==> src/shared/rbat_pkg.sv <==
// package: constants and types for the register bit access library
package rbat_pkg;
	localparam int                     RBAT_WIDTH = 8;
	localparam logic [RBAT_WIDTH-1:0] RBAT_ZERO  = 8'h00;
	// reset values of the bit kinds' storage, RBAT_RST_LLOW aside: both latches load RBAT_RST_LHIGH
	localparam logic [RBAT_WIDTH-1:0] RBAT_RST_CTRL  = 8'h00;
	localparam logic [RBAT_WIDTH-1:0] RBAT_RST_STICK = 8'h00;
	localparam logic [RBAT_WIDTH-1:0] RBAT_RST_LLOW  = 8'hff;
	localparam logic [RBAT_WIDTH-1:0] RBAT_RST_LHIGH = 8'h00;
	localparam logic [RBAT_WIDTH-1:0] RBAT_RST_SELF  = 8'h00;
	// field select codes
	typedef enum logic [2:0] {
		RBAT_SEL_RO    = 3'h0,
		RBAT_SEL_COR   = 3'h1,
		RBAT_SEL_WO    = 3'h3,
		RBAT_SEL_W1C   = 3'h2,
		RBAT_SEL_W0C   = 3'h6,
		RBAT_SEL_LLOW  = 3'h7,
		RBAT_SEL_LHIGH = 3'h5,
		RBAT_SEL_SELF  = 3'h4
	} rbat_sel_t;
	// self-clearing bit lifecycle
	typedef enum logic [1:0] {
		RBAT_SC_IDLE = 2'h0,
		RBAT_SC_SET  = 2'h1,
		RBAT_SC_DONE = 2'h3
	} rbat_sc_t;
endpackage : rbat_pkg

==> src/shared/rbat_acc_if.sv <==
// interface: host access strobes shared by the bit access modules
interface rbat_acc_if;
	import rbat_pkg::*;
	logic                  wrEn;
	logic                  rdEn;
	rbat_sel_t             sel;
	logic [RBAT_WIDTH-1:0] wrData;
	modport host (output wrEn, output rdEn, output sel, output wrData);
	modport bits (input wrEn, input rdEn, input sel, input wrData);
endinterface : rbat_acc_if

==> src/rtl/rbat_self_clear.sv <==
// module: self-clearing bits with launch handshake
module rbat_self_clear
	import rbat_pkg::*;
(
	input  wire logic                  core_clk,
	input  wire logic                  rst_b,
	rbat_acc_if.bits                   acc,
	input  wire logic [RBAT_WIDTH-1:0] launched,
	output logic      [RBAT_WIDTH-1:0] selfBits
);
	import rbat_pkg::*;

	logic [RBAT_WIDTH-1:0] selfQ;
	logic [RBAT_WIDTH-1:0] selfD;
	logic                  wrHit;

	assign wrHit = acc.wrEn && acc.sel == RBAT_SEL_SELF;
	// writing zero never clears; only the launch acknowledge does
	// a bit stays set until its action is launched, at least one cycle
	assign selfD = (selfQ & ~launched) | (wrHit ? acc.wrData : RBAT_ZERO);
	assign selfBits = selfQ;

	always_ff @(posedge core_clk) begin
		if (!rst_b) begin
			selfQ <= RBAT_RST_SELF;
		end else begin
			selfQ <= selfD;
		end
	end

	chk_self_held: assert property (@(posedge core_clk) disable iff (!rst_b)
		wrHit && acc.wrData[0] |=> selfQ[0])
		else $error("self-clearing bit not set after write");
	chk_self_drop: assert property (@(posedge core_clk) disable iff (!rst_b)
		selfQ[0] && launched[0] && !(wrHit && acc.wrData[0]) |=> !selfQ[0])
		else $error("self-clearing bit did not drop after launch");
	chk_self_zero: assert property (@(posedge core_clk) disable iff (!rst_b)
		selfQ[0] && !launched[0] |=> selfQ[0])
		else $error("self-clearing bit dropped without launch");
	cov_self_cycle: cover property (@(posedge core_clk) disable iff (!rst_b)
		wrHit ##1 selfQ[0] ##[1:4] !selfQ[0]);
endmodule : rbat_self_clear

==> src/rtl/rbat_bit_bank.sv <==
// module: bank of register bits, one field per access kind
module rbat_bit_bank
	import rbat_pkg::*;
(
	input  wire logic                  core_clk,
	input  wire logic                  rst_b,
	input  wire logic                  wrEn,
	input  wire logic                  rdEn,
	input  wire rbat_pkg::rbat_sel_t   sel,
	input  wire logic [RBAT_WIDTH-1:0] wrData,
	output logic      [RBAT_WIDTH-1:0] rdData,
	input  wire logic [RBAT_WIDTH-1:0] roStatus,
	input  wire logic [RBAT_WIDTH-1:0] corSet,
	input  wire logic [RBAT_WIDTH-1:0] w1cSet,
	input  wire logic [RBAT_WIDTH-1:0] w0cSet,
	input  wire logic [RBAT_WIDTH-1:0] lowStatus,
	input  wire logic [RBAT_WIDTH-1:0] highStatus,
	input  wire logic [RBAT_WIDTH-1:0] launched,
	output logic      [RBAT_WIDTH-1:0] woCtrl,
	output logic      [RBAT_WIDTH-1:0] selfBits
);
	import rbat_pkg::*;

	function automatic logic hit(input logic en, input rbat_sel_t s, input rbat_sel_t want);
		hit = en && (s == want);
	endfunction : hit

	rbat_acc_if acc ();
	assign acc.wrEn   = wrEn;
	assign acc.rdEn   = rdEn;
	assign acc.sel    = sel;
	assign acc.wrData = wrData;

	logic [RBAT_WIDTH-1:0] corQ, corD, w1cQ, w1cD, w0cQ, w0cD;
	logic [RBAT_WIDTH-1:0] llHeldQ, llHeldD, lhHeldQ, lhHeldD;
	logic [RBAT_WIDTH-1:0] woQ, lowView, highView, rdD, rdQ;
	logic                  rdCor, rdLl, rdLh, wrW1c, wrW0c, wrWo;
	logic                  wrSelf;

	assign rdCor = hit(rdEn, sel, RBAT_SEL_COR);
	assign rdLl  = hit(rdEn, sel, RBAT_SEL_LLOW);
	assign rdLh  = hit(rdEn, sel, RBAT_SEL_LHIGH);
	assign wrW1c = hit(wrEn, sel, RBAT_SEL_W1C);
	assign wrW0c = hit(wrEn, sel, RBAT_SEL_W0C);
	assign wrWo  = hit(wrEn, sel, RBAT_SEL_WO);
	// only watched by the checks below; the submodule decodes its own hit
	assign wrSelf = hit(wrEn, sel, RBAT_SEL_SELF);

	// clear-on-read: read empties, writes ignored, new event survives
	assign corD = (rdCor ? RBAT_ZERO : corQ) | corSet;
	// set wins over a same-cycle clear
	assign w1cD = (wrW1c ? (w1cQ & ~wrData) : w1cQ) | w1cSet;
	assign w0cD = (wrW0c ? (w0cQ & wrData) : w0cQ) | w0cSet;
	// latch records a past event; view combines live level and latch
	// a read releases the latch unless the event is still present
	assign llHeldD  = (rdLl ? RBAT_ZERO : llHeldQ) | ~lowStatus;
	assign lhHeldD  = (rdLh ? RBAT_ZERO : lhHeldQ) | highStatus;
	assign lowView  = lowStatus & ~llHeldQ;
	assign highView = highStatus | lhHeldQ;

	// write-only reads give zero; host must not rely on it
	always_comb begin
		rdD = RBAT_ZERO;
		unique case (sel)
			RBAT_SEL_RO:    rdD = roStatus;
			RBAT_SEL_COR:   rdD = corQ;
			RBAT_SEL_WO:    rdD = RBAT_ZERO;
			RBAT_SEL_W1C:   rdD = w1cQ;
			RBAT_SEL_W0C:   rdD = w0cQ;
			RBAT_SEL_LLOW:  rdD = lowView;
			RBAT_SEL_LHIGH: rdD = highView;
			RBAT_SEL_SELF:  rdD = selfBits;
		endcase
	end

	always_ff @(posedge core_clk) begin
		if (!rst_b) begin
			corQ    <= RBAT_RST_STICK;
			w1cQ    <= RBAT_RST_STICK;
			w0cQ    <= RBAT_RST_STICK;
			llHeldQ <= RBAT_RST_LHIGH;
			lhHeldQ <= RBAT_RST_LHIGH;
			woQ     <= RBAT_RST_CTRL;
			rdQ     <= RBAT_ZERO;
		end else begin
			corQ    <= corD;
			w1cQ    <= w1cD;
			w0cQ    <= w0cD;
			llHeldQ <= llHeldD;
			lhHeldQ <= lhHeldD;
			woQ     <= wrWo ? wrData : woQ;
			rdQ     <= rdEn ? rdD : rdQ;
		end
	end

	assign woCtrl = woQ;
	// registered data, valid the cycle after rdEn
	assign rdData = rdQ;

	rbat_self_clear u_self (
		.core_clk (core_clk),
		.rst_b    (rst_b),
		.acc      (acc),
		.launched (launched),
		.selfBits (selfBits)
	);

	chk_ro_read: assert property (@(posedge core_clk) disable iff (!rst_b)
		rdEn && sel == RBAT_SEL_RO |=> rdData == $past(roStatus))
		else $error("read-only read mismatch");
	chk_cor_clear: assert property (@(posedge core_clk) disable iff (!rst_b)
		rdCor |=> rdData == $past(corQ) && corQ == $past(corSet))
		else $error("clear-on-read did not clear");
	chk_wo_store: assert property (@(posedge core_clk) disable iff (!rst_b)
		wrWo |=> woCtrl == $past(wrData))
		else $error("write-only value not stored");
	chk_w1c_clear: assert property (@(posedge core_clk) disable iff (!rst_b)
		wrW1c && wrData[0] && !w1cSet[0] |=> !w1cQ[0])
		else $error("write-one-to-clear failed");
	chk_w0c_clear: assert property (@(posedge core_clk) disable iff (!rst_b)
		wrW0c && !wrData[0] && !w0cSet[0] |=> !w0cQ[0])
		else $error("write-zero-to-clear failed");
	chk_ll_hold: assert property (@(posedge core_clk) disable iff (!rst_b)
		!lowStatus[0] && !rdLl ##1 !rdLl [*2] |-> !lowView[0])
		else $error("latched low released early");
	chk_lh_hold: assert property (@(posedge core_clk) disable iff (!rst_b)
		highStatus[0] && !rdLh ##1 !rdLh [*2] |-> highView[0])
		else $error("latched high released early");
	chk_lh_release: assert property (@(posedge core_clk) disable iff (!rst_b)
		rdLh && !highStatus[0] |=> highView[0] == highStatus[0])
		else $error("latch not released by read");
	chk_set_wins: assert property (@(posedge core_clk) disable iff (!rst_b)
		(rdCor && corSet[0]) or (wrW1c && w1cSet[0]) |=> corQ[0] || w1cQ[0])
		else $error("event lost to same-cycle clear");


	// read data only moves on a read strobe
	chk_rd_hold: assert property (@(posedge core_clk) disable iff (!rst_b)
		!rdEn |=> rdData == $past(rdData))
		else $error("read data changed without a read");

	// sticky and write-only fields: nothing but a clear, a set or a write may move them
	chk_cor_nowrite: assert property (@(posedge core_clk) disable iff (!rst_b)
		!rdCor && corSet == RBAT_ZERO |=> corQ == $past(corQ))
		else $error("clear-on-read field moved without read or event");
	chk_cor_set: assert property (@(posedge core_clk) disable iff (!rst_b)
		corSet[0] |=> corQ[0])
		else $error("clear-on-read event lost");
	chk_wo_keep: assert property (@(posedge core_clk) disable iff (!rst_b)
		!wrWo |=> woCtrl == $past(woCtrl))
		else $error("write-only field moved without write");

	// a written zero or one that is not the clearing value changes nothing
	chk_w1c_keep: assert property (@(posedge core_clk) disable iff (!rst_b)
		wrW1c && !wrData[0] && !w1cSet[0] |=> w1cQ[0] == $past(w1cQ[0]))
		else $error("write-one-to-clear changed on zero write");
	chk_w0c_keep: assert property (@(posedge core_clk) disable iff (!rst_b)
		wrW0c && wrData[0] && !w0cSet[0] |=> w0cQ[0] == $past(w0cQ[0]))
		else $error("write-zero-to-clear changed on one write");
	chk_w1c_set: assert property (@(posedge core_clk) disable iff (!rst_b)
		w1cSet[0] |=> w1cQ[0])
		else $error("write-one-to-clear event lost");
	chk_w0c_set: assert property (@(posedge core_clk) disable iff (!rst_b)
		w0cSet[0] |=> w0cQ[0])
		else $error("write-zero-to-clear event lost");

	// latches catch an event even when a read lands in the same cycle
	chk_ll_catch: assert property (@(posedge core_clk) disable iff (!rst_b)
		!lowStatus[0] |=> !lowView[0])
		else $error("latched low missed an event");
	chk_lh_catch: assert property (@(posedge core_clk) disable iff (!rst_b)
		highStatus[0] |=> highView[0])
		else $error("latched high missed an event");
	chk_ll_release: assert property (@(posedge core_clk) disable iff (!rst_b)
		rdLl && lowStatus[0] |=> lowView[0] == lowStatus[0])
		else $error("latched low not released by read");

	// a set write always lands, whatever the launch acknowledge does
	chk_self_write: assert property (@(posedge core_clk) disable iff (!rst_b)
		wrSelf |=> (selfBits & $past(wrData)) == $past(wrData))
		else $error("self-clearing write lost");

	cov_cor_read: cover property (@(posedge core_clk) disable iff (!rst_b) corQ[0] ##1 rdCor);
	cov_ll_event: cover property (@(posedge core_clk) disable iff (!rst_b)
		!lowStatus[0] ##1 lowStatus[0] ##1 rdLl);
	cov_lh_event: cover property (@(posedge core_clk) disable iff (!rst_b)
		highStatus[0] ##1 !highStatus[0] ##1 rdLh);
	cov_set_clash: cover property (@(posedge core_clk) disable iff (!rst_b) wrW1c && w1cSet[0]);
endmodule : rbat_bit_bank

==> config.mk <==
export PLATFORM = sky130hd
export DESIGN_NAME = rbat_bit_bank
export DESIGN_NICKNAME = d
export VERILOG_FILES = /design/src/shared/rbat_pkg.sv /design/src/shared/rbat_acc_if.sv /design/src/rtl/rbat_self_clear.sv /design/src/rtl/rbat_bit_bank.sv
export SDC_FILE = /design/constraint.sdc
export NUM_CORES = 1
export LEC_CHECK = 0
export CELL_PAD_IN_SITES_DETAIL_PLACEMENT = 0
export CELL_PAD_IN_SITES_GLOBAL_PLACEMENT = 1
export CORE_ASPECT_RATIO = 1.75
export CORE_MARGIN = 2
export CORE_UTILIZATION = 40
export CTS_CLUSTER_SIZE = 14
export DETAILED_ROUTE_END_ITERATION = 6
export DONT_BUFFER_PORTS = 1
export PLACE_DENSITY = 0.69
export SLEW_MARGIN = 0
export SYNTH_ARGS = -nofsm -noshare
export SYNTH_HDL_FRONTEND = slang
export SYNTH_SLANG_ARGS = --single-unit
==> constraint.sdc <==
create_clock -name core_clk -period 3.85 [get_ports core_clk]
set_clock_uncertainty 0.1 [all_clocks]
set_input_delay 0.77 -clock core_clk [delete_from_list [all_inputs] [get_ports core_clk]]
set_output_delay 0.77 -clock core_clk [all_outputs]
set_load 0.01 [all_outputs]
# Word level (Yosys, flattened, before mapping)
# Cells that the tools add are included.
dict set report classes {
  n_addsub 0
  n_mul 0
  div_mod_pow 0
  n_lt_le_gt_ge 0
  n_eq_ne 7
  shift 0
  mux 7
  n_bitwise 15
  reduce_logical 8
}
# operator count
set op_table {}
lappend op_table {{$pmux W8 S8} 1}
lappend op_table {{$or A8 B8 Y8} 7}
lappend op_table {{$mux W8} 6}
lappend op_table {{$and A8 B8 Y8} 4}
lappend op_table {{$not A8 Y8} 4}
lappend op_table {{$eq A3 B3 Y1 const B} 4}
lappend op_table {{$logic_and A1 B1 Y1} 7}
lappend op_table {{$eq A3 B2 Y1 const B} 2}
lappend op_table {{$eq A3 B1 Y1 const B} 1}
lappend op_table {{$logic_not A3 Y1} 1}
dict set report totals {
  reg_bits 64
  latchBits 0
  ram_bits 0
  romBits 0
  input_bits 71
  output_inout_bits 24
  word_cells 45
  mem_count 0
}

# Depth between registers and ports, before layout
dict set report logic_depth {
  ltp_word 4
  depth_mapped 7
}

# Hierarchy
# Synthesis repeated with hierarchy kept, for this count alone.
dict set report hier_totals {
  hier_cells 316
  hier_area_um2 2900.3
}
# module n_inst cells_per_inst area_per_inst_um2
set by_module_without_submodules {}
lappend by_module_without_submodules {rbat_bit_bank 1 278 2513.7}
lappend by_module_without_submodules {rbat_self_clear 1 38 386.6}

# Worst setup path after synthesis
# OpenSTA, ideal clock, no wires.
dict set report synth_path {
  path_kind {input to register}
  start {input sel[0]}
  end {register rdQ[4], in the netlist rdData[4]}
  setup_ns 0.126
  arrival_time_ns 1.685
  required_time_ns 3.624
  path_slack_ns 1.938
  cell_stages 6
  path_cell_list {buf_6 -> or3_4 -> buf_6 -> o21ai_2 -> a211o_1 -> o211ai_1}
}
dict set report synth_via {
  elab_chain_len 2
  elab_cells_between_ends 9
  cone_classes {eq/ne: 7; mux: 1; reduce/logical: 1}
}
# item line_no
set synth_lines {}
lappend synth_lines {{from (decl)} rbat_bit_bank.sv:9} ;# input wire rbat_pkg::rbat_sel_t sel,
lappend synth_lines {{$eq A3 B3 Y1, or another cell as far along} rbat_bit_bank.sv:64} ;# unique case (sel)
lappend synth_lines {{$pmux W8 S8 *} rbat_bit_bank.sv:64}
lappend synth_lines {{to (signal assigned)} rbat_bit_bank.sv:92} ;# rdQ <= rdEn ? rdD : rdQ;
lappend synth_lines {{to (decl)} rbat_bit_bank.sv:36} ;# logic [RBAT_WIDTH-1:0] woQ, lowView, highView, rdD, rdQ;
# Mark *: on every way between the ends. The rest lies on a longest branch, timed or not.
# A chain may end at the register's enable or synchronous reset.

# Worst setup path in the final report
dict set report layout_path {
  start {input sel[0]}
  end {register corQ[7]}
}
dict set report layout_via {
  elab_chain_len 4
}
# item line_no
set layout_lines {}
lappend layout_lines {{$eq A3 B1 Y1} rbat_bit_bank.sv:25} ;# hit = en && (s == want);
lappend layout_lines {{$logic_and A1 B1 Y1} rbat_bit_bank.sv:25}
lappend layout_lines {{$mux W8} rbat_bit_bank.sv:50} ;# assign corD = (rdCor ? RBAT_ZERO : corQ) | corSet;
lappend layout_lines {{$or A8 B8 Y8} rbat_bit_bank.sv:50}
lappend layout_lines {{to (signal assigned)} rbat_bit_bank.sv:86} ;# corQ <= corD;
lappend layout_lines {{to (decl)} rbat_bit_bank.sv:34} ;# logic [RBAT_WIDTH-1:0] corQ, corD, w1cQ, w1cD, w0cQ, w0cD;
# Every way passes these cells.

==> key figures <==
Global routing
  • M3 GR Usage: approximately 6.4%
  • Global-route wire length before repair: approximately 12000 um
  • Maximum number of pins on one net before global-route repair: 59
  • Vias in the first global route: 2225
  • Most used routing layer in global routing: met2
  • Met2 GRT Util: between 30% and 40%
  • GRT Residual Overflow: 0
  • Initial antenna violation count: 0
  • GR Util met1: 24.4%
  • GRT Total Usage: slightly above 20%

Clock network
  • CTS sink cnt: 64
  • Root buf cell: clkbuf_16
  • Post-cts sizing count: 0
  • CTS tree: done
  • CTS Buffer Depth: 2
  • Setup bufs post-CTS: 0
  • H-Tree Depth: 3
  • Total CTS buffers: 9
  • Clk slew on worst S/H paths: 0.05 ns
  • Hold_buf cts: 0
  • Worst skew pair latency: roughly 0.32 ns

Cells and area
  • Post-layout util: 45.5%
  • Layout cell share with drive strength beyond 1: 7.55%
  • Multi-input gate area: 1410 um2
  • Final instance area: about 3100 um2
  • Antenna Diode Count: 0
  • Commonest non-fill, non-tap cell in the layout: dfxtp_1
  • FF+latch area: 1280 um2
  • Area grow syn2layout: 9.78%
  • Most frequent cells in the layout: dfxtp_1 (64), nand2_1 (49), nor2b_1 (43), a21oi_1 (35), o21a_1 (16)
  • Post-layout nets: 385
  • Fill count: 675

Critical path
  • Crit-path max FO: 10
  • CP endpoint kind: flop
  • Critical Path Start: sel[0]
  • Setup crit start kind: input port
  • Reg2reg start: lhHeldQ[2]$_SDFF_PN0_
  • Crit Path Category: in2reg
  • Worst Path Required: 3.96 ns
  • Worst reg2reg path depth: 4
  • Worst Path Arrival: 2.00 ns

Floorplanning
  • Initial Utilization: 41.4%
  • Die height: 115 um
  • I/O pins: 95
  • Cell Rows: 40
  • Die ar.: 7810 um2
  • Die X-Extent: between 60 and 70 um
  • CORE AREA: slightly below 7000 um2

Placement
  • Number of port buffers: 0
  • Detailed placement HPWL: 5700 um
  • Final RePlAce weighted congestion: 0.693
  • Dpl cell area: 2830 um2

Power and ir drop
  • PD cells: 518 nW/um2
  • Power, Total: between 1.5 and 2 mW
  • Leak pwr: ~1.1 nW
  • Max IR drop VDD: around 0.00024 V

Synth
  • Synth Area in Simple Gates: 20.9%
  • Synth warn: 0
  • Post-synthesis xor/xnor area fraction: 0%
  • Mux contribution to synthesized area: 0.749%
  • Post-Syn Area: between 2000 and 3000 um2
  • Post-synthesis sequential area ratio: 45.1%
  • Largest family of logic cells by synthesized area: compound AO/OA/AOI/OAI gates
  • Syn Nets: 393
  • Post-Synth Adder-Cell Area: 0%
  • Synth cell types: 40
  • Post-Synthesis Cells: 322
  • Top cells by area, synth: dfxtp_1 (45%), nor2b_1 (9.5%), nand2_1 (6.5%), a21oi_1 (6.2%), o21a_1 (4.2%)
  • Post-synthesis compound-gate area fraction: 28.0%
  • Post-synth top area cell: dfxtp_1
  • Synth top area share: 45.1%
  • Seq cells post-synth: between 60 and 70
  • Mean Syn Cell Area: about 9 um2

STA
  • Final Setup Violations: 0
  • Period utilisation layout: 48.9%
  • RSZ-0062 raised after global routing: no
  • WHS: 0.361 ns
  • Final hold vios: 0
  • Setup_tns: 0 ns
  • Fin crit period: 1.88 ns
  • Slew margin rel.: 52.2%
  • Slew Limit Fails: 0
  • Fmax: 531 MHz
  • Slew @ Worst Pin: 0.713 ns

Min path
  • Worst min path class: reg2reg
  • Hold_sp: llHeldQ[3]$_SDFF_PN0_
  • Hold Path Depth: 2

Detailed routing
  • Via count: between 2000 and 2500
  • DRC viols: 0
  • Drt wl/cell: 18.8 um
  • Via-to-Cell Ratio: 5.46
  • DRT Pass-1 Iters: 4
  • Total wire length: 7560 um
  • DR iter-0 viols: 96
  • Routed Antenna Nets: 0

Run status
  • Outcome: complete, no violations

Flow run
  • Max Cap Violations: 0
==> metrics by stage <==
step,instances,setup WS [ns]
6_report,402,1.97
4_1_cts,402,1.91
5_1_grt,402,1.75
3_5_place_dp,387,1.59
3_3_place_gp,387,1.57
2_1_floorplan,322,1.94
==> cell type report <==
cell class              count  share of cell area, %
clock buffers               9                   7.23
inverters                   7                  0.843
multi-input cells         231                   45.2
flip-flops and latches     64                   41.1
clock inverters             6                   1.97
repair buffers              1                  0.241
well taps                  84                   3.37
==> cell usage after synthesis <==
| library cell | n |
|---|---|
| buf_1 | 2 |
| a32oi_1 | 6 |
| and3b_1 | 1 |
| o211ai_1 | 6 |
| nor3b_1 | 1 |
| or2_2 | 1 |
| nand2b_1 | 2 |
| nor3_2 | 1 |
| or3_4 | 1 |
| nor3_1 | 1 |
| o21ai_0 | 13 |
| a21boi_0 | 14 |
| buf_2 | 4 |
| a21boi_1 | 2 |
| nand3_1 | 3 |
| o31ai_1 | 1 |
| mux2i_1 | 1 |
| a221oi_1 | 7 |
| o21ai_2 | 2 |
| buf_4 | 3 |
| dfxtp_1 | 64 |
| and2b_1 | 1 |
| mux2_2 | 1 |
| and4b_1 | 1 |
| o21a_1 | 16 |
| inv_1 | 7 |
| clkbuf_1 | 7 |
| o221a_2 | 1 |
| nand2_2 | 1 |
| and3_1 | 1 |
| a21oi_1 | 35 |
| a22oi_1 | 1 |
| a211o_1 | 6 |
| buf_6 | 4 |
| o211a_1 | 6 |
| nor4bb_1 | 1 |
| nor2b_1 | 43 |
| nor2_1 | 3 |
| and2_1 | 2 |
| nand2_1 | 49 |
==> path summary, 6_finish.rpt <==
path,end,slack (ns)
hold / removal,llHeldQ[3]$_SDFF_PN0_,0.36
setup reg to reg,rdData[2]$_SDFFE_PN0P_,2.57
hold reg to reg,llHeldQ[3]$_SDFF_PN0_,0.36
setup / recovery,corQ[7]$_SDFF_PN0_,1.97
==> flip-flops by register name, summed over array words and instances (netlist names) <==
| register | count |
|---|---|
| corQ | 8 |
| lhHeldQ | 8 |
| llHeldQ | 8 |
| rdData | 8 |
| u_self.selfBits | 8 |
| w0cQ | 8 |
| w1cQ | 8 |
| woCtrl | 8 |
==> where the power goes <==
group	internal, mW	leakage, nW	switching (mW)	total, mW
Combinational	0.0541	0.453	0.0484	0.103
Sequential	0.704	0.531	0.0277	0.732
Clock	0.494	0.141	0.285	0.779
==> layer usage <==
layer	share of wire (%)	vias up	routed length, um
li1	-	1117	-
met1	41	1004	3090
met2	50	66	3820
met3	7.3	7	552
met4	1.4	0	104
met5	0	-	0
==> critical path, cell delays in order <==
cell,delay [ns]
nor2b_1,0.53
nand2_1,0.39
a21oi_1,0.24
nor2b_1,0.07
==> cell families (layout without fill, tap and decap cells) <==
group                  Yosys count  after routing
muxes                            2              2
AOI/OAI and AO/OA              116            116
and+or+nand+nor                113            113
DFF                             64             64
buffers and inverters           27             23
Note: power is estimated with default switching activity, not from simulation.
